[config.mk]
export PLATFORM = sky130hd
export DESIGN_NAME = atpg_top
export DESIGN_NICKNAME = d
export VERILOG_FILES = /design/src/rtl/atpg_lowres.v /design/src/rtl/atpg_top.v
export VERILOG_INCLUDE_DIRS = /design/src /design/src/rtl
export SDC_FILE = /design/constraint.sdc
export NUM_CORES = 1
export LEC_CHECK = 0
export BUFFER_PORTS_ARGS = -buffer_cell sky130_fd_sc_hd__buf_4
export CORE_MARGIN = 5
export CORE_UTILIZATION = 60
export CTS_CLUSTER_SIZE = 12
export DETAILED_ROUTE_END_ITERATION = 6
export PLACE_DENSITY = 0.85
export RECOVER_POWER = 50
export SLEW_MARGIN = 20
export SYNTH_ARGS = -nofsm -noshare
export SYNTH_HDL_FRONTEND = slang
export SYNTH_HIERARCHICAL = 1
export SYNTH_SLANG_ARGS = --single-unit
[constraint.sdc]
create_clock -name clock -period 2.8 [get_ports clock]
set_input_delay 0.56 -clock clock [delete_from_list [all_inputs] [get_ports clock]]
set_output_delay 0.56 -clock clock [all_outputs]
set_load 0.02 [all_outputs]
[src/rtl/atpg_map.vh]
`ifndef ATPG_MAP_VH
`define ATPG_MAP_VH
// Operation
// (RULE1) Software clears high_perf_mode_one before using test patterns.
// (RULE2) Patterns are selected by writing all three pattern registers.
// (RULE3) In pattern mode the pattern word replaces sampled converter data.
// (RULE4) Pattern data still passes through burst-mode resolution logic.
// (RULE5) Low-resolution periods force discarded pattern LSBs to zero.
// (RULE6) Control register values: 8000, BFFC, 9554, BFFC per pattern.
// (RULE7) First word register values: 0000, 3FFC, 2AA8, 0000 per pattern.
// (RULE8) Second word register values: 0000, 3FFC, 1554, 3FFC per pattern.
// (RULE9) Custom pattern: control bits 15:14 are 1,0; word in bits 13:2.
// (RULE10) Normal operation: set high_perf_mode_one and zero all pattern registers.
// (RULE11) Only the three pattern registers select the pattern.
// (RULE12) Full-speed low resolution keeps rate, only nine MSBs carry data.
// (RULE13) Control bit 15 enables pattern mode; words sit in bits 13:2.
// (RULE14) Toggle patterns alternate two words per sample on both channels.

// ----------------------------------------
// Register offsets
// ----------------------------------------
`define ATPG_ADDR_MODE     8'h01
`define ATPG_ADDR_CTRL     8'h3C
`define ATPG_ADDR_FIRST    8'h3D
`define ATPG_ADDR_SECOND   8'h3E
// ----------------------------------------
// Fields and reset values
// ----------------------------------------
`define ATPG_PERF_BIT      1
`define ATPG_EN_BIT        15
`define ATPG_WORD_MSB      13
`define ATPG_WORD_LSB      2
`define ATPG_MODE_RESET    16'h0002
`define ATPG_PAT_RESET     16'h0000
`define ATPG_READ_IDLE     16'h0000
`define ATPG_HI_BITS       12
`define ATPG_LO_BITS       9
`endif

[src/rtl/atpg_lowres.v]
`include "atpg_map.vh"
module atpg_lowres
#(
  parameter WIDTH = `ATPG_HI_BITS,
  parameter KEEP  = `ATPG_LO_BITS
)
(
  input  wire [WIDTH-1:0] word_in,
  input  wire             low_res,
  output wire [WIDTH-1:0] word_out
);
  // ----------------------------------------
  // Resolution mask
  // ----------------------------------------
  // Rate is untouched; only the dropped LSBs are zeroed
  wire [WIDTH-1:0] mask;
  assign mask     = {{KEEP{1'b1}}, {(WIDTH-KEEP){1'b0}}}; // RULE12
  assign word_out = low_res ? (word_in & mask) : word_in; // RULE5
endmodule // atpg_lowres

[src/rtl/atpg_top.v]
`include "atpg_map.vh"
module atpg_top
#(
  parameter WIDTH = `ATPG_HI_BITS
)
(
  input  wire             clock,
  input  wire             rst_b,
  input  wire             reg_wr,
  input  wire [7:0]       reg_addr,
  input  wire [15:0]      reg_wdata,
  output reg  [15:0]      reg_rdata,
  input  wire [WIDTH-1:0] sample_a,
  input  wire [WIDTH-1:0] sample_b,
  input  wire             low_res,
  output reg  [WIDTH-1:0] out_a,
  output reg  [WIDTH-1:0] out_b,
  output reg              pattern_active
);
  // ----------------------------------------
  // Generator states
  // ----------------------------------------
  // Idle and first both present the first word; only second differs
  localparam [1:0] GEN_IDLE   = 2'b00;
  localparam [1:0] GEN_FIRST  = 2'b01;
  localparam [1:0] GEN_SECOND = 2'b10;

  // ----------------------------------------
  // Registers
  // ----------------------------------------
  // The mode word is only stored; clearing its bit is software's duty
  reg [15:0] perf_mode_word;
  reg [15:0] pattern_control_word;
  reg [15:0] pattern_word_first;
  reg [15:0] pattern_word_second;
  reg [1:0]  gen_state;
  reg [15:0] next_perf_mode_word;
  reg [15:0] next_pattern_control_word;
  reg [15:0] next_pattern_word_first;
  reg [15:0] next_pattern_word_second;
  reg [15:0] next_reg_rdata;
  reg [1:0]  next_gen_state;

  // ----------------------------------------
  // Helpers
  // ----------------------------------------
  // True when the write strobe targets the given offset
  function addr_hit;
    input       wr;
    input [7:0] addr;
    input [7:0] target;
    begin
      addr_hit = wr && (addr == target);
    end
  endfunction

  // Every pattern register keeps its word in bits 13:2
  function [WIDTH-1:0] field;
    input [15:0] r;
    begin
      field = r[`ATPG_WORD_MSB:`ATPG_WORD_LSB]; // RULE13
    end
  endfunction

  // ----------------------------------------
  // Register writes
  // ----------------------------------------
  // Unmapped offsets match no compare, so such writes leave every register alone
  always @*
  begin
    next_perf_mode_word       = perf_mode_word;
    next_pattern_control_word = pattern_control_word;
    next_pattern_word_first   = pattern_word_first;
    next_pattern_word_second  = pattern_word_second;
    if (addr_hit(reg_wr, reg_addr, `ATPG_ADDR_MODE))
    begin
      next_perf_mode_word = reg_wdata;
    end
    if (addr_hit(reg_wr, reg_addr, `ATPG_ADDR_CTRL))
    begin
      next_pattern_control_word = reg_wdata; // RULE11
    end
    if (addr_hit(reg_wr, reg_addr, `ATPG_ADDR_FIRST))
    begin
      next_pattern_word_first = reg_wdata; // RULE9
    end
    if (addr_hit(reg_wr, reg_addr, `ATPG_ADDR_SECOND))
    begin
      next_pattern_word_second = reg_wdata;
    end
  end

  always @(posedge clock or negedge rst_b)
  begin
    if (!rst_b)
    begin
      perf_mode_word       <= `ATPG_MODE_RESET;
      pattern_control_word <= `ATPG_PAT_RESET;
      pattern_word_first   <= `ATPG_PAT_RESET;
      pattern_word_second  <= `ATPG_PAT_RESET;
    end
    else
    begin
      perf_mode_word       <= next_perf_mode_word;
      pattern_control_word <= next_pattern_control_word;
      pattern_word_first   <= next_pattern_word_first;
      pattern_word_second  <= next_pattern_word_second;
    end
  end

  // ----------------------------------------
  // Register read-back
  // ----------------------------------------
  // Read data is flopped, so it follows reg_addr one edge late
  always @*
  begin
    case (reg_addr)
      `ATPG_ADDR_MODE:   next_reg_rdata = perf_mode_word;
      `ATPG_ADDR_CTRL:   next_reg_rdata = pattern_control_word;
      `ATPG_ADDR_FIRST:  next_reg_rdata = pattern_word_first;
      `ATPG_ADDR_SECOND: next_reg_rdata = pattern_word_second;
      default:           next_reg_rdata = `ATPG_READ_IDLE;
    endcase
  end

  always @(posedge clock or negedge rst_b)
  begin
    if (!rst_b)
    begin
      reg_rdata <= `ATPG_READ_IDLE;
    end
    else
    begin
      reg_rdata <= next_reg_rdata;
    end
  end

  // ----------------------------------------
  // Pattern sequencing
  // ----------------------------------------
  // Enable follows bit 15 alone; the mode bit is not gated here
  wire             enable;
  wire             toggle;
  wire [WIDTH-1:0] word_one;
  wire [WIDTH-1:0] word_two;
  wire [WIDTH-1:0] pat_word;
  wire [WIDTH-1:0] src_a;
  wire [WIDTH-1:0] src_b;
  wire [WIDTH-1:0] res_a;
  wire [WIDTH-1:0] res_b;
  assign enable   = pattern_control_word[`ATPG_EN_BIT]; // RULE13
  assign word_one = field(pattern_word_first);
  assign word_two = field(pattern_word_second);
  // Different words mean toggle; equal words give a steady pattern
  assign toggle   = word_one != word_two;

  // Leaving pattern mode drops to idle, so every run starts on the first word
  always @*
  begin
    next_gen_state = GEN_IDLE;
    if (enable)
    begin
      case (gen_state)
        GEN_IDLE:   next_gen_state = GEN_SECOND;
        GEN_FIRST:  next_gen_state = GEN_SECOND;
        GEN_SECOND: next_gen_state = GEN_FIRST;
        default:    next_gen_state = GEN_IDLE;
      endcase
    end
  end

  always @(posedge clock or negedge rst_b)
  begin
    if (!rst_b)
    begin
      gen_state <= GEN_IDLE;
    end
    else
    begin
      gen_state <= next_gen_state; // RULE14
    end
  end

  // ----------------------------------------
  // Substitution and resolution
  // ----------------------------------------
  // One word feeds both channels, so the receiver can compare lanes directly
  assign pat_word = (toggle && (gen_state == GEN_SECOND)) ? word_two
                                                          : word_one; // RULE14
  assign src_a    = enable ? pat_word : sample_a; // RULE3
  assign src_b    = enable ? pat_word : sample_b; // RULE3

  // Each channel has its own burst-mode resolution stage instance
  atpg_lowres #(.WIDTH(WIDTH)) u_lowres_a
  (
    .word_in  (src_a),
    .low_res  (low_res),
    .word_out (res_a)
  ); // RULE4
  atpg_lowres #(.WIDTH(WIDTH)) u_lowres_b
  (
    .word_in  (src_b),
    .low_res  (low_res),
    .word_out (res_b)
  ); // RULE4

  // ----------------------------------------
  // Output stage
  // ----------------------------------------
  // Flopped words give the receiver one clean value per sample
  // Costs one cycle of latency against the raw sample path
  always @(posedge clock or negedge rst_b)
  begin
    if (!rst_b)
    begin
      out_a          <= {WIDTH{1'b0}};
      out_b          <= {WIDTH{1'b0}};
      pattern_active <= 1'b0;
    end
    else
    begin
      out_a          <= res_a;
      out_b          <= res_b;
      pattern_active <= enable;
    end
  end
endmodule // atpg_top

Word-level counts from Yosys, hierarchy flattened
Cells that the tools add are included.
Widths: inputs -> output; s select.
{"block": "classes", "n_mux": 8, "eq_ne": 7, "reduce_logical": 7}
{"cell": "$pmux 16 s4", "n": 1}
{"cell": "$mux 12", "n": 3}
{"cell": "$eq 8x6->1 const B", "n": 3}
{"cell": "$ne 12x12->1", "n": 1}
{"cell": "$eq 8x1->1 const B", "n": 1}
{"cell": "$mux 3", "n": 2}
{"cell": "$logic_and 1x1->1", "n": 5}
{"cell": "$pmux 2 s2", "n": 1}
{"cell": "$eq 2x1->1 const B", "n": 1}
{"cell": "$eq 2x2->1 const B", "n": 1}
{"cell": "$logic_not 2->1", "n": 1}
{"cell": "$mux 2", "n": 1}
{"cell": "$reduce_or 2->1", "n": 1}
{"block": "word_totals", "inputBits": 52, "ff_bits": 107, "out_inout_bits": 41}

Logic depth before layout (Yosys ltp)
{"block": "logic_depth", "depth_word": 5, "depth_mapped": 7}

By module
Netlist, hierarchy kept.
{"mod": "atpg_top", "n_inst": 1, "area_each_um2": 4852.2, "seq_area_each_um2": 2678.8, "cells_per_inst": 374}
{"mod": "atpg_lowres", "n_inst": 2, "area_each_um2": 86.3, "seq_area_each_um2": 0.0, "cells_per_inst": 12}

Least setup slack after synthesis
No wires, ideal clock.
{"block": "synth_timing", "path_kind": "input-to-reg", "from": "in reg_addr[2]", "to": "reg pattern_control_word[10]", "path_stages": 6, "setup_time_ns": 0.125, "arrival_ns": 1.842, "n_path_buf": 2, "setup_slack_ns": 0.833, "path_cell_list": "and4_1 > buf_4 > nor4b_4 > nand3b_4 > buf_6 > mux2_4"}
{"block": "synth_via", "elab_chain_cells": 2}
{"element": "start, declared", "line_no": "atpg_top.v:10", "source": "input wire [7:0] reg_addr,"}
{"element": "$eq 8x6->1", "line_no": "atpg_top.v:53", "source": "addr_hit = wr && (addr == target);"}
{"element": "$logic_and 1x1->1", "line_no": "atpg_top.v:53"}
{"element": "end signal, assigned", "line_no": "atpg_top.v:98", "source": "pattern_control_word <= `ATPG_PAT_RESET;"}
{"element": "end signal, assigned", "line_no": "atpg_top.v:105", "source": "pattern_control_word <= next_pattern_control_word;"}
{"element": "end, declared", "line_no": "atpg_top.v:33", "source": "reg [15:0] pattern_control_word;"}
Every way passes these cells.
A chain may end at the register's enable or synchronous reset.

Final worst setup path
{"block": "layout_timing", "from": "reg pattern_word_second[11]", "to": "reg out_a[2]"}
{"block": "layout_via", "elab_chain_cells": 5}
{"element": "start, declared", "line_no": "atpg_top.v:35", "source": "reg [15:0] pattern_word_second;"}
{"element": "start signal, assigned", "line_no": "atpg_top.v:100", "source": "pattern_word_second <= `ATPG_PAT_RESET;"}
{"element": "start signal, assigned", "line_no": "atpg_top.v:107", "source": "pattern_word_second <= next_pattern_word_second;"}
{"element": "$ne 12x12->1", "line_no": "atpg_top.v:155", "source": "assign toggle = word_one != word_two;"}
{"element": "$logic_and 1x1->1", "line_no": "atpg_top.v:188", "source": "assign pat_word = (toggle && (gen_state == GEN_SECOND)) ? word_two"}
{"element": "$mux 12", "line_no": "atpg_top.v:188"}
{"element": "$mux 12", "line_no": "atpg_top.v:190", "source": "assign src_a = enable ? pat_word : sample_a;"}
{"element": "net src_a[2]", "line_no": "atpg_top.v:147", "source": "wire [WIDTH-1:0] src_a;"}
{"element": "$mux 3", "line_no": "atpg_lowres.v:18", "source": "assign word_out = low_res ? (word_in & mask) : word_in;"}
{"element": "net res_a[2]", "line_no": "atpg_top.v:149", "source": "wire [WIDTH-1:0] res_a;"}
{"element": "end signal, assigned", "line_no": "atpg_top.v:216", "source": "out_a <= {WIDTH{1'b0}};"}
{"element": "end signal, assigned", "line_no": "atpg_top.v:222", "source": "out_a <= res_a;"}
{"element": "end, declared", "line_no": "atpg_top.v:16", "source": "output reg [WIDTH-1:0] out_a,"}
The timed path passes the listed nets, and every way through them passes these cells.

==> results.cfg <==
[sta]
fin_skew_ns = 0.0138
max_slew_margin = 0.348
rsz0062_at_grt = false
drv_slew = 0
setup_viol = 0
period_needed_ns = 2.09
final_hold_viol_count = 0
fin_tns_setup_ns = 0
fmax_mhz = 479
layout_worst_path_cycle_share = 0.745
worst_slew_pin_slew_ns = 0.978

[placement]
dp_hpwl_um = 8100
place_congestion = 0.841
portBuffers = 92

[grt]
grt_use_total = 0.241
grt_overflow = 0
grt_max_degree = 57
antenna_found_initial = 0
grt_pass1_vias = 3609
grt_first_pass_wirelength_um = 19300

[finish]
area_growth_pct = 15.4
nets = 518
n_antenna_cell = 0
layout-drive-gt1-share = 0.359
fin_util = 0.709

[synthesis]
synth_cells = 398
synthMuxAreaShare = 0.166
ys_seq_area_frac = 0.533
synth_fp_nets = 450
synth_top_area_frac = 0.528
synth_area_leaders = dfrtp_1, mux2_4, mux2_2, nor4_1, a221o_1
synth_edf_count = 0
synth-simple-area-share = 0.134
async_flop_share = 1.00
synth-adder-area-share = 0
ys_types = 33
synth_area_leader_cell = dfrtp_1
syn_area_um2 = 5020
synth_compound_area_frac = 0.0916
synthFlopType = dfrtp_1
synth_area_per_cell_um2 = 12.6
ys_warn_count = 6
synth_most_common_cell = dfrtp_1
synth_top_family_by_area = multiplexers
ys_ff_latch = 107
ys_top_cells_by_count = dfrtp_1, nor2_1, nor4_1
yosys.area_share.xor_xnor = 0.0209

[cts]
clk_transition_reported_paths_ns = 0.10
clkLatencyLatePin_ns = 0.36
cts_made_buffers = 9
cts_tree = done
holdBufCountCts = 0
cts_setup_buffers = 0
cts_root_buf = clkbuf_8
h-tree-depth = 3
clock-sinks = 107
cts.path.max_buffers = 2
cts_resized = 0

[detailed_routing]
wire_per_inst_um = 20.2
drtPass1Iterations = 4
via_count = 3530
ant_nets = 0
totalWireLength_um = 11600
drc_errors = 0
drt_iter0_markers = 240
via_per_inst = 6.13

[floorplan]
die_w_um = 102
fp-row-count = 33
pin_count = 93
dieArea_um2 = 10300
dieHeight_um = 102
start_util = 0.615
core_um2 = 8180

[outcome]
outcome = complete, no violations

[worst_setup_path]
required_ns = 3.05
critPathKind = reg -> reg
end_kind = flop
arrival_ns = 2.34
crit_fanout = 12
start_kind = flop
ff2ff_setup_slack_ns = 0.71

[power_and_ir_drop]
vdd_drop_max_mv = 0.385
power_density_nw_per_um2 = 524
leakagePower_nw = 2.78

[worst_hold_path]
hold_class = in -> async

[flow_run]
max_cap_viol_count = 0
-- power by group --
part / switching (W) / leakage (nW) / internal, W
registers: 0.0000547 / 1.43 / 0.00161
logic: 0.000244 / 1.25 / 0.000167
clock network: 0.000518 / 0.0957 / 0.000442
-- logic make-up (layout without fill, tap and decap cells) --
group	count (synthesis)	in the layout
xor gates and xnor gates	12	12
DFF	107	107
buffers and inverters	45	118
AOI/OAI and AO/OA	58	58
and+or+nand+nor	112	112
muxes	64	64
-- per-layer routing --
layer  wire length, µm  track usage  vias to the layer above
met2              5830        0.389                      139
met1              4920        0.337                     1763
met3               674       0.0351                       24
li1                  -            -                     1604
met4               214       0.0798                        0
met5                 0            0                        -
-- final cells by class --
| type | instances | area (µm²) |
|---|---|---|
| Multi-Input combinational cell | 246 | 2070 |
| Tap cell | 105 | 131 |
| Inverter | 2 | 7.51 |
| Timing Repair Buffer | 100 | 706 |
| Fill cell | 587 | 2380 |
| Clock inverter | 5 | 62.6 |
| Clock buffer | 11 | 141 |
| Sequential cell | 107 | 2680 |
-- per-stage QoR --
step	instance area [µm²]	worst slack, ns	power [W]	hold WS, ns	cells
after floorplan	5020	0.833	0.00195	0.264	398
after global placement	5670	0.608	0.00210	0.434	560
after detailed placement	5670	0.500	0.00212	0.440	560
after CTS	5870	0.756	0.00306	0.0438	576
after global routing	5800	0.523	0.00317	0.372	576
final	5800	0.714	0.00304	0.325	576
-- worst max-delay path, stage by stage (launching register included) --
cell and delay [ns]:
dfrtp_1 0.49, xnor2_1 0.29, nand4_1 0.47, nor4_1 0.49, nor4_1 0.10, nor2b_1 0.14
-- worst paths after layout --
path,endpoint,startpoint,cells after the start
max,out_a[2],pattern_word_second[11],5
min,pattern_word_first[4],rst_b,1
max reg2reg,out_a[2],pattern_word_second[11],5
min reg2reg,gen_state[1],gen_state[1],1
max in group asynchronous,perf_mode_word[3],rst_b,2
min in group clock,out_b[0],low_res,2
-- flip-flops by register name, summed over array words and instances (netlist names) --
signal	cells
pattern_active	1
out_b	12
pattern_control_word	16
gen_state	2
perf_mode_word	16
pattern_word_second	16
out_a	12
reg_rdata	16
pattern_word_first	16
-- placed cells by master, fill, tap and decap left out, drive strengths merged, types with 2 or more instances in the layout --
cell      Yosys  final
nor4b         2      2
xnor2        12     12
clkinvlp      0      2
a221o        16     16
nand3b        2      2
nand4         3      3
nor2b         8      8
mux2         64     64
nand2b       12     12
nand3         3      3
clkinv        0      2
nor2         40     40
and4          3      3
buf          28     81
a211oi       12     12
clkbuf       15     30
dfrtp       106    106
a22oi        16     16
inv           2      2
o22ai        12     12
nor4         37     37
Note: power is estimated with default switching activity, not from simulation.
